==> src/rtl/i2c_seq_pkg.sv <==
// Constants, register map and types shared by the two-wire master sequencer
package i2c_seq_pkg;

  // ------------------------------------------------------------------
  // Timing
  // ------------------------------------------------------------------
  localparam int unsigned CLK_HZ       = 10_000_000;
  localparam int unsigned STD_RATE_HZ  = 100_000;
  localparam int unsigned FAST_RATE_HZ = 400_000;
  // Quarter bit periods round up so the bus never runs above its rate
  localparam int unsigned QTR_STD_CYC  = (CLK_HZ + 4 * STD_RATE_HZ - 1) / (4 * STD_RATE_HZ);
  localparam int unsigned QTR_FAST_CYC = (CLK_HZ + 4 * FAST_RATE_HZ - 1) / (4 * FAST_RATE_HZ);
  localparam int          QTR_CNT_W    = 5;

  // ------------------------------------------------------------------
  // Register map (byte addresses)
  // ------------------------------------------------------------------
  localparam logic [3:0] OFS_CTRL_STATUS = 4'h0;
  localparam logic [3:0] OFS_SLAVE_ADDR  = 4'h4;
  localparam logic [3:0] OFS_TX_DATA     = 4'h8;
  localparam logic [3:0] OFS_RX_DATA     = 4'hC;

  typedef struct packed {
    logic receive_full_flag;
    logic receive_interrupt_enable;
    logic bus_error;
    logic fast_speed;
    logic transmit_empty_flag;
    logic transmit_interrupt_enable;
    logic stop_after_read;
    logic stop_after_write;
  } ctrl_status_t;

  localparam logic [7:0] CTRL_STATUS_RESET = 8'h08;
  localparam logic [7:0] CTRL_WR_MASK      = 8'h57;
  localparam int         BUS_ERROR_BIT     = 5;
  localparam logic [7:0] BYTE_ZERO         = 8'h00;
  localparam logic [23:0] RD_PAD           = 24'h00_0000;

  // Slave address byte: direction in bit 0
  localparam int   DIR_BIT  = 0;
  localparam logic DIR_READ = 1'b1;

  // ------------------------------------------------------------------
  // Bit engine
  // ------------------------------------------------------------------
  localparam logic [3:0] BIT_FIRST   = 4'h0;
  localparam logic [3:0] ACK_BIT_IDX = 4'h8;
  localparam logic [1:0] PH_SETUP    = 2'h0;
  localparam logic [1:0] PH_RISE     = 2'h1;
  localparam logic [1:0] PH_HIGH     = 2'h2;
  localparam logic [1:0] PH_FALL     = 2'h3;

  typedef enum logic [2:0] {
    ST_IDLE,
    ST_START,
    ST_BIT,
    ST_STOP,
    ST_HOLD
  } seq_state_t;

endpackage : i2c_seq_pkg

==> src/rtl/i2c_eeprom_master_sequencer.sv <==
// Byte-oriented two-wire master with Avalon-MM register access
`timescale 1ns/1ps

// Function
// - Transmit data write launches a transfer and clears transmit-empty
// - Transfer from idle begins with start, then slave address byte, then transmit byte on a write or received byte on a read
// - Transmit byte done sets transmit-empty and raises interrupt
// - Stop-after-write 0 holds bus without stop after an acknowledged transmit byte
// - Stop-after-write 1 issues stop right after transmit byte
// - Stop-after-read 0 issues no stop after received byte
// - Stop-after-read 1 issues stop once received byte is latched
// - Read launch clears receive-full; each received byte is latched
// - Latched byte sets receive-full and interrupts
// - Reading receive data register clears receive-full
// - Direction bit 0 means write, 1 means read
// - Speed bit selects standard rate at 0, fast rate at 1
// - Unanswered address sets bus error; write 1 clears it
// - Flag interrupts pass only when their enable bits are set
module i2c_eeprom_master_sequencer (
  // Clock and reset
  input  wire logic        clk_sys,
  input  wire logic        reset,
  // Avalon-MM slave
  input  wire logic [3:0]  address,
  input  wire logic        read,
  input  wire logic        write,
  input  wire logic [31:0] writedata,
  input  wire logic [3:0]  byteenable,
  output logic      [31:0] readdata,
  output logic             waitrequest,
  // Interrupt to the microcontroller
  output logic             irq,
  // Serial clock, open drain
  input  wire logic        scl_in,
  output logic             scl_out,
  output logic             scl_oe,
  // Serial data, open drain
  input  wire logic        sda_in,
  output logic             sda_out,
  output logic             sda_oe
);

  // ------------------------------------------------------------------
  // Storage
  // ------------------------------------------------------------------
  i2c_seq_pkg::ctrl_status_t csr_reg;
  i2c_seq_pkg::seq_state_t   state_reg;
  logic [7:0]  slave_address_register_reg;
  logic [7:0]  transmit_data_register_reg;
  logic [7:0]  receive_data_register_reg;
  logic [7:0]  shift_reg;
  logic [3:0]  bit_cnt_reg;
  logic [1:0]  phase_reg;
  logic        launch_pending_reg;
  logic        held_read_reg;
  logic        addr_phase_reg;
  logic        rx_mode_reg;
  logic        ack_reg;
  logic [31:0] readdata_reg;
  logic        waitrequest_reg;
  logic        irq_reg;
  logic        scl_oe_reg;
  logic        sda_oe_reg;
  logic        line_low_reg;
  logic        scl_s;
  logic        sda_s;
  logic        tick;

  // ------------------------------------------------------------------
  // Pin synchronisers and bit timer
  // ------------------------------------------------------------------
  bit_sync #(.WIDTH(2)) u_pin_sync (
    .clk_sys  (clk_sys),
    .reset    (reset),
    .async_in ({scl_in, sda_in}),
    .sync_out ({scl_s, sda_s})
  );

  logic engine_run;
  logic stretch;
  assign engine_run = (state_reg == i2c_seq_pkg::ST_START) ||
                      (state_reg == i2c_seq_pkg::ST_BIT) ||
                      (state_reg == i2c_seq_pkg::ST_STOP);
  // A slave holding the clock low stalls the high phase
  assign stretch = engine_run && (phase_reg == i2c_seq_pkg::PH_HIGH) && !scl_s;

  quarter_timer u_timer (
    .clk_sys (clk_sys),
    .reset   (reset),
    .run     (engine_run),
    .hold    (stretch),
    .fast    (csr_reg.fast_speed),
    .tick    (tick)
  );

  // ------------------------------------------------------------------
  // Avalon-MM slave
  // ------------------------------------------------------------------
  logic acc_wr;
  logic acc_rd;
  logic wr_ctrl;
  logic wr_addr;
  logic wr_tx;
  logic rd_rx;
  assign acc_wr  = write && !waitrequest_reg && byteenable[0];
  assign acc_rd  = read && !waitrequest_reg;
  assign wr_ctrl = acc_wr && (address == i2c_seq_pkg::OFS_CTRL_STATUS);
  assign wr_addr = acc_wr && (address == i2c_seq_pkg::OFS_SLAVE_ADDR);
  assign wr_tx   = acc_wr && (address == i2c_seq_pkg::OFS_TX_DATA);
  assign rd_rx   = acc_rd && (address == i2c_seq_pkg::OFS_RX_DATA);

  function automatic logic [7:0] reg_mux(input logic [3:0] ofs);
    case (ofs)
      i2c_seq_pkg::OFS_CTRL_STATUS: reg_mux = csr_reg;
      i2c_seq_pkg::OFS_SLAVE_ADDR:  reg_mux = slave_address_register_reg;
      i2c_seq_pkg::OFS_RX_DATA:     reg_mux = receive_data_register_reg;
      default:                      reg_mux = i2c_seq_pkg::BYTE_ZERO;
    endcase
  endfunction : reg_mux

  // One wait cycle per access; read data stands at the accepting edge
  always_ff @(posedge clk_sys) begin
    if (reset) begin
      waitrequest_reg <= 1'b1;
      readdata_reg    <= {i2c_seq_pkg::RD_PAD, i2c_seq_pkg::BYTE_ZERO};
    end else begin
      waitrequest_reg <= !((read || write) && waitrequest_reg);
      if (read && waitrequest_reg) begin
        readdata_reg <= {i2c_seq_pkg::RD_PAD, reg_mux(address)};
      end
    end
  end

  // ------------------------------------------------------------------
  // Byte completion events
  // ------------------------------------------------------------------
  logic byte_end;
  logic addr_end;
  logic tx_end;
  logic rx_end;
  logic dir_read;
  logic idle_or_hold;
  logic launch_go;
  logic need_addr;
  logic rx_next;
  assign byte_end = (state_reg == i2c_seq_pkg::ST_BIT) && tick &&
                    (phase_reg == i2c_seq_pkg::PH_FALL) && (bit_cnt_reg == i2c_seq_pkg::ACK_BIT_IDX);
  assign addr_end = byte_end && addr_phase_reg;
  assign tx_end   = byte_end && !addr_phase_reg && !rx_mode_reg;
  assign rx_end   = byte_end && !addr_phase_reg && rx_mode_reg;
  assign dir_read = slave_address_register_reg[i2c_seq_pkg::DIR_BIT] == i2c_seq_pkg::DIR_READ;
  assign idle_or_hold = (state_reg == i2c_seq_pkg::ST_IDLE) || (state_reg == i2c_seq_pkg::ST_HOLD);
  assign launch_go = launch_pending_reg && idle_or_hold;
  // A held write continues; anything else needs a (repeated) start
  assign need_addr = (state_reg == i2c_seq_pkg::ST_IDLE) || dir_read || held_read_reg;
  assign rx_next   = (state_reg == i2c_seq_pkg::ST_HOLD) && held_read_reg &&
                     !launch_pending_reg && !csr_reg.receive_full_flag;

  // ------------------------------------------------------------------
  // Control and status flags (set wins over clear)
  // ------------------------------------------------------------------
  always_ff @(posedge clk_sys) begin
    if (reset) begin
      csr_reg <= i2c_seq_pkg::CTRL_STATUS_RESET;
    end else begin
      if (wr_ctrl) begin
        csr_reg.stop_after_write          <= writedata[0];
        csr_reg.stop_after_read           <= writedata[1];
        csr_reg.transmit_interrupt_enable <= writedata[2];
        csr_reg.fast_speed                <= writedata[4];
        csr_reg.receive_interrupt_enable  <= writedata[6];
      end
      // Address refusal also frees the writer
      if (tx_end || (addr_end && (dir_read || ack_reg))) begin
        csr_reg.transmit_empty_flag <= 1'b1;
      end else if (wr_tx) begin
        csr_reg.transmit_empty_flag <= 1'b0;
      end
      if (rx_end) begin
        csr_reg.receive_full_flag <= 1'b1;
      end else if (rd_rx || (launch_go && dir_read)) begin
        csr_reg.receive_full_flag <= 1'b0;
      end
      if ((addr_end || tx_end) && ack_reg) begin
        csr_reg.bus_error <= 1'b1;
      end else if (wr_ctrl && writedata[i2c_seq_pkg::BUS_ERROR_BIT]) begin
        csr_reg.bus_error <= 1'b0;
      end
    end
  end

  // ------------------------------------------------------------------
  // Data registers and launch request
  // ------------------------------------------------------------------
  always_ff @(posedge clk_sys) begin
    if (reset) begin
      slave_address_register_reg <= i2c_seq_pkg::BYTE_ZERO;
      transmit_data_register_reg <= i2c_seq_pkg::BYTE_ZERO;
      receive_data_register_reg  <= i2c_seq_pkg::BYTE_ZERO;
      launch_pending_reg         <= 1'b0;
    end else begin
      if (wr_addr) begin
        slave_address_register_reg <= writedata[7:0];
      end
      if (wr_tx) begin
        transmit_data_register_reg <= writedata[7:0];
      end
      if (rx_end) begin
        receive_data_register_reg <= shift_reg;
      end
      // Read launches use the written byte only as a trigger
      if (wr_tx) begin
        launch_pending_reg <= 1'b1;
      end else if (launch_go) begin
        launch_pending_reg <= 1'b0;
      end
    end
  end

  // ------------------------------------------------------------------
  // Bit sequencer
  // ------------------------------------------------------------------
  always_ff @(posedge clk_sys) begin
    if (reset) begin
      state_reg      <= i2c_seq_pkg::ST_IDLE;
      phase_reg      <= i2c_seq_pkg::PH_SETUP;
      bit_cnt_reg    <= i2c_seq_pkg::BIT_FIRST;
      shift_reg      <= i2c_seq_pkg::BYTE_ZERO;
      scl_oe_reg     <= 1'b0;
      sda_oe_reg     <= 1'b0;
      addr_phase_reg <= 1'b0;
      rx_mode_reg    <= 1'b0;
      held_read_reg  <= 1'b0;
      ack_reg        <= 1'b0;
    end else begin
      if (engine_run && tick) begin
        phase_reg <= phase_reg + 2'h1;
      end
      case (state_reg)
        i2c_seq_pkg::ST_IDLE: begin
          if (launch_go) begin
            state_reg <= i2c_seq_pkg::ST_START;
          end
        end
        i2c_seq_pkg::ST_HOLD: begin
          if (launch_go && need_addr) begin
            state_reg <= i2c_seq_pkg::ST_START;
          end else if (launch_go) begin
            shift_reg   <= transmit_data_register_reg;
            rx_mode_reg <= 1'b0;
            bit_cnt_reg <= i2c_seq_pkg::BIT_FIRST;
            state_reg   <= i2c_seq_pkg::ST_BIT;
          end else if (rx_next) begin
            rx_mode_reg <= 1'b1;
            bit_cnt_reg <= i2c_seq_pkg::BIT_FIRST;
            state_reg   <= i2c_seq_pkg::ST_BIT;
          end
        end
        i2c_seq_pkg::ST_START: begin
          // Also serves as repeated start from a held bus
          if (tick) begin
            case (phase_reg)
              i2c_seq_pkg::PH_SETUP: sda_oe_reg <= 1'b0;
              i2c_seq_pkg::PH_RISE:  scl_oe_reg <= 1'b0;
              i2c_seq_pkg::PH_HIGH:  sda_oe_reg <= 1'b1;
              default: begin
                scl_oe_reg     <= 1'b1;
                shift_reg      <= slave_address_register_reg;
                addr_phase_reg <= 1'b1;
                rx_mode_reg    <= 1'b0;
                held_read_reg  <= 1'b0;
                bit_cnt_reg    <= i2c_seq_pkg::BIT_FIRST;
                state_reg      <= i2c_seq_pkg::ST_BIT;
              end
            endcase
          end
        end
        i2c_seq_pkg::ST_BIT: begin
          if (tick) begin
            case (phase_reg)
              i2c_seq_pkg::PH_SETUP: begin
                if (bit_cnt_reg == i2c_seq_pkg::ACK_BIT_IDX) begin
                  sda_oe_reg <= rx_mode_reg && !csr_reg.stop_after_read;
                end else begin
                  sda_oe_reg <= !rx_mode_reg && !shift_reg[7];
                end
              end
              i2c_seq_pkg::PH_RISE: scl_oe_reg <= 1'b0;
              i2c_seq_pkg::PH_HIGH: begin
                if (bit_cnt_reg == i2c_seq_pkg::ACK_BIT_IDX) begin
                  ack_reg <= sda_s;
                end else begin
                  shift_reg <= {shift_reg[6:0], sda_s};
                end
              end
              default: begin
                scl_oe_reg <= 1'b1;
                if (bit_cnt_reg != i2c_seq_pkg::ACK_BIT_IDX) begin
                  bit_cnt_reg <= bit_cnt_reg + 4'h1;
                end else if (addr_phase_reg) begin
                  addr_phase_reg <= 1'b0;
                  bit_cnt_reg    <= i2c_seq_pkg::BIT_FIRST;
                  if (ack_reg) begin
                    state_reg <= i2c_seq_pkg::ST_STOP;
                  end else if (dir_read) begin
                    rx_mode_reg <= 1'b1;
                  end else begin
                    shift_reg <= transmit_data_register_reg;
                  end
                end else if (rx_mode_reg) begin
                  held_read_reg <= 1'b1;
                  state_reg <= csr_reg.stop_after_read ? i2c_seq_pkg::ST_STOP :
                                                         i2c_seq_pkg::ST_HOLD;
                end else begin
                  state_reg <= (csr_reg.stop_after_write || ack_reg) ? i2c_seq_pkg::ST_STOP :
                                                                       i2c_seq_pkg::ST_HOLD;
                end
              end
            endcase
          end
        end
        i2c_seq_pkg::ST_STOP: begin
          if (tick) begin
            case (phase_reg)
              i2c_seq_pkg::PH_SETUP: sda_oe_reg <= 1'b1;
              i2c_seq_pkg::PH_RISE:  scl_oe_reg <= 1'b0;
              i2c_seq_pkg::PH_HIGH:  sda_oe_reg <= 1'b0;
              default: begin
                held_read_reg <= 1'b0;
                state_reg     <= i2c_seq_pkg::ST_IDLE;
              end
            endcase
          end
        end
        default: state_reg <= i2c_seq_pkg::ST_IDLE;
      endcase
    end
  end

  // ------------------------------------------------------------------
  // Outputs
  // ------------------------------------------------------------------
  always_ff @(posedge clk_sys) begin
    if (reset) begin
      irq_reg      <= 1'b0;
      line_low_reg <= 1'b0;
    end else begin
      irq_reg <= (csr_reg.transmit_empty_flag && csr_reg.transmit_interrupt_enable) ||
                 (csr_reg.receive_full_flag && csr_reg.receive_interrupt_enable);
      line_low_reg <= 1'b0;
    end
  end

  assign readdata    = readdata_reg;
  assign waitrequest = waitrequest_reg;
  assign irq         = irq_reg;
  assign scl_oe      = scl_oe_reg;
  assign sda_oe      = sda_oe_reg;
  assign scl_out     = line_low_reg;
  assign sda_out     = line_low_reg;
endmodule : i2c_eeprom_master_sequencer

==> src/rtl/bit_sync.sv <==
// Two-flop synchroniser for asynchronous pin levels
`timescale 1ns/1ps
module bit_sync #(
  parameter int WIDTH = 1
) (
  // Clock and reset
  input  wire logic             clk_sys,
  input  wire logic             reset,
  // Levels
  input  wire logic [WIDTH-1:0] async_in,
  output logic      [WIDTH-1:0] sync_out
);

  logic [WIDTH-1:0] meta_reg;

  // Idle bus lines read high, so reset to ones
  always_ff @(posedge clk_sys) begin
    if (reset) begin
      meta_reg <= '1;
      sync_out <= '1;
    end else begin
      meta_reg <= async_in;
      sync_out <= meta_reg;
    end
  end

endmodule : bit_sync

==> src/rtl/quarter_timer.sv <==
// Quarter bit period tick generator with standard and fast rates
`timescale 1ns/1ps
module quarter_timer (
  // Clock and reset
  input  wire logic clk_sys,
  input  wire logic reset,
  // Control
  input  wire logic run,
  input  wire logic hold,
  input  wire logic fast,
  // Tick
  output logic      tick
);

  logic [i2c_seq_pkg::QTR_CNT_W-1:0] cnt_reg;

  function automatic logic [i2c_seq_pkg::QTR_CNT_W-1:0] reload(input logic sel_fast);
    if (sel_fast) begin
      reload = i2c_seq_pkg::QTR_CNT_W'(i2c_seq_pkg::QTR_FAST_CYC - 1);
    end else begin
      reload = i2c_seq_pkg::QTR_CNT_W'(i2c_seq_pkg::QTR_STD_CYC - 1);
    end
  endfunction : reload

  // Hold freezes the count while a slave stretches the clock
  always_ff @(posedge clk_sys) begin
    if (reset || !run) begin
      cnt_reg <= reload(fast);
      tick    <= 1'b0;
    end else if (hold) begin
      tick    <= 1'b0;
    end else if (cnt_reg == '0) begin
      cnt_reg <= reload(fast);
      tick    <= 1'b1;
    end else begin
      cnt_reg <= cnt_reg - 1'b1;
      tick    <= 1'b0;
    end
  end

endmodule : quarter_timer

==> config.mk <==
export PLATFORM = sky130hd
export DESIGN_NAME = i2c_eeprom_master_sequencer
export DESIGN_NICKNAME = d
export VERILOG_FILES = /design/src/rtl/i2c_seq_pkg.sv /design/src/rtl/i2c_eeprom_master_sequencer.sv /design/src/rtl/bit_sync.sv /design/src/rtl/quarter_timer.sv
export SDC_FILE = /design/constraint.sdc
export NUM_CORES = 1
export LEC_CHECK = 0
export ABC_AREA = 1
export BUFFER_PORTS_ARGS = -buffer_cell sky130_fd_sc_hd__buf_2
export CORE_MARGIN = 10
export CORE_UTILIZATION = 40
export DETAILED_ROUTE_END_ITERATION = 10
export PLACE_DENSITY_LB_ADDON = 0.25
export SYNTH_ARGS = -nofsm -noshare
export SYNTH_HDL_FRONTEND = slang
export SYNTH_HIERARCHICAL = 1
export SYNTH_SLANG_ARGS = --single-unit
==> constraint.sdc <==
create_clock -name clk_sys -period 3.3 [get_ports clk_sys]
set_clock_uncertainty 0.2 [all_clocks]
set_input_delay 0 -clock clk_sys [delete_from_list [all_inputs] [get_ports clk_sys]]
set_output_delay 0 -clock clk_sys [all_outputs]
set_load 0.1 [all_outputs]
==> impl_metrics.toml <==
[yosys]
seq_area_frac_synth_pct = 37.33
ys_warn_count = 6
synth_flop_cell = "dfxtp_1"
synth_cell_types = 33
synth_common_cells = "167 x nand2_1, 84 x nor2_1, 71 x dfxtp_1, 55 x inv_1, 48 x nand3_1"
synth_top_area_share_pct = 33.76
yosysMostFrequentCell = "nand2_1"
syn_avg_cell_area_um2 = 6.662
synthArstFlopShare_pct = 0
netlist_area_mm2 = 0.004210
ys_top_cells_by_area = "dfxtp_1 34%, nand2_1 15%, nor2_1 7.5%"
synth_edf_count = 5
synth-seq-cells = 76
synthesis.instances = 632
yosys.area.top_type = "dfxtp_1"

[detailed_routing]
drc = 0
ant_nets = 0
vias_per_cell = 4.814
drt-initial-drc-count = 277
finalWirelength_um = 10810
vias = 3904
drt_pass1_iterations = 5
wl_per_cell_um = 13.33

[worst_setup_path]
crit_path_end_kind = "register"
crit_required_ns = 3.31
cp_slowest_stage_delay_ns = 0.53
worstPathCellList = "nand3_2, inv_2, nand2_1, nor2_2, nand3_2, nand2_1, a21oi_1"
path_class = "register to register"
path_delay_family = "simple AND/OR/NAND/NOR gates"
path_max_fanout = 17
slowest_stage = "dfxtp_1"
cp.buffers_inverters = 1
cp.arrival_ns = 2.57
start_kind = "register"

[sta]
worstMarginPinSlew_ns = 1.044
rsz0062_at_grt = "false"
drv_slew = 0
timing.fmax_mhz = 390.4
post-route-period-util_pct = 77.62
setup-tns-final_ns = 0
slew_headroom_pct = 30.35
fin_crit_ns = 2.561
setup_violations = 0
report.final.hold_viol_count = 0

[placed_design]
gp_congestion = 0.9002
post-dp-hpwl_um = 7931
placedCellCount = 778
port_buffers = 30

[clock_network]
cts-root-buf = "clkbuf_8"
post_cts_buffers = 0
numCtsBuffers = 9
htree_num_levels = 3
cts.path.max_buffers = 2
cts.sinks = 76
cts_tree = "yes"
cts_hold_buffers = 18
clk_latency_ns = 0.35
cts_resized = 0
path_clk_slew_ns = 0.08

[final_layout]
syn_to_final_growth_pct = 12.01
drive_above_1_share_pct = 11.85
nets = 725
final_cells = 811
diodes = 0

[floorplanning]
start_util_pct = 40.97
rows = 37
io-pin-count = 84
die_h_um = 122.6
dieArea_mm2 = 0.01503
die_x_um = 122.6
core_mm2 = 0.01028

[power_and_ir_drop]
leakage_uw = 0.002003
ir_worst_vdd_mv = 0.2080
powerDensity_mw_per_mm2 = 598.3

[global_route]
grt_pass1_vias = 3561
met2_usage_pct = 22.41
grt_pass1_wl_um = 17660
grt_antenna_before_repair = 0
top_usage_layer = "met2"
grt-ovfl-total = 0
track_usage_pct = 14.44
grt_start_max_net_pins = 40
grtUsageMet1_pct = 19.56
met3_usage_pct = 2.388

[hold_path]
hp-class = "primary input to register"

[status]
status = "complete, no violations"

[flow_run]
maxCapViolCount = 0
-- final cells by class --
cell class | instances | area (um^2)
Clock inverter | 3 | 45.04
Inverter | 64 | 241.5
Clock buffer | 12 | 155.1
Timing Repair Buffer | 48 | 330.3
Fill cell | 1069 | 5562
Tap cell | 136 | 170.2
Multi-Input combinational cell | 472 | 2202
Sequential cell | 76 | 1572
-- metrics by stage --
step | worst slack [ns] | utilization [%] | cell area, um^2 | total power, uW | hold slack [ns]
6_report | 0.7387 | 45.89 | 4716 | 2821 | 0.02710
2_1_floorplan | 1.189 | - | 4304 | 1919 | -0.1082
3_3_place_gp | 0.8373 | 42.18 | 4335 | 2072 | -0.01347
5_1_grt | 0.5350 | 45.89 | 4716 | 3014 | 0.07892
3_5_place_dp | 0.8144 | 42.18 | 4335 | 2082 | -0.01075
4_1_cts | 0.7963 | 45.89 | 4716 | 2836 | 0.01858
-- final timing paths --
path,from,to,slack [ns],cells after the start
worst min register to register,u_pin_sync/meta_reg[1],u_pin_sync/sync_out[1],0.22,2
worst max register to register,state_reg[1],receive_data_register_reg[6],0.74,7
worst max-delay path,state_reg[1],receive_data_register_reg[6],0.74,7
worst min-delay path,byteenable[0],csr_reg[1],0.03,6
-- layout by cell type, fill, tap and decap left out --
cell / netlist / final
a21oi_1: 45 / 45
buf_2: 3 / 30
bufinv_16: 0 / 1
clkbuf_1: 10 / 1
clkbuf_8: 0 / 11
clkinv_2: 1 / 1
clkinv_4: 0 / 1
conb_1: 1 / 26
dfxtp_1: 71 / 71
dlygate4sd3_1: 0 / 18
edfxtp_1: 5 / 5
ha_1: 8 / 8
inv_1: 55 / 55
inv_2: 8 / 8
inv_4: 0 / 1
nand2_1: 167 / 167
nand2_2: 9 / 9
nand3_1: 48 / 48
nand3_2: 4 / 4
nand3b_1: 1 / 1
nand4_1: 14 / 14
nor2_1: 84 / 84
nor2_2: 8 / 8
nor2_4: 3 / 3
nor3_1: 1 / 1
nor3_2: 1 / 1
nor3_4: 2 / 2
nor3b_1: 1 / 1
o211ai_1: 2 / 2
o21ai_0: 42 / 42
o21ai_1: 2 / 2
o21bai_1: 1 / 1
or2_1: 1 / 1
xnor2_1: 1 / 1
xor2_1: 1 / 1
-- where the power goes --
part           total [uW]  switching, uW  leakage [uW]  internal (uW)
sequential           1160            123      0.000627           1040
combinational         924            662       0.00127            263
clock                 736            347      0.000103            389
-- worst register-to-register path, stage by stage (launching register included) --
cell and delay, ns:
dfxtp_1 0.53, nand3_2 0.34, inv_2 0.39, nand2_1 0.16
nor2_2 0.35, nand3_2 0.27, nand2_1 0.13, a21oi_1 0.06
-- per-layer routing --
layer	vias to the layer above	wire length, um
met3	16	596
li1	2043	-
met5	-	0
met2	100	4740
met4	0	182
met1	1745	5287
-- kinds of logic (layout without fill, tap and decap cells) --
kind of cell	after synthesis	after routing	share of synthesized area, %
compound gates	92	92	11.11
xor+xnor	2	2	0.4161
fa+ha+maj	8	8	2.378
buf+inv	109	127	12.60
flops	76	76	37.33
other cells	1	26	0.08907
simple gates	344	344	36.08
(Power assumes the default switching activity.)
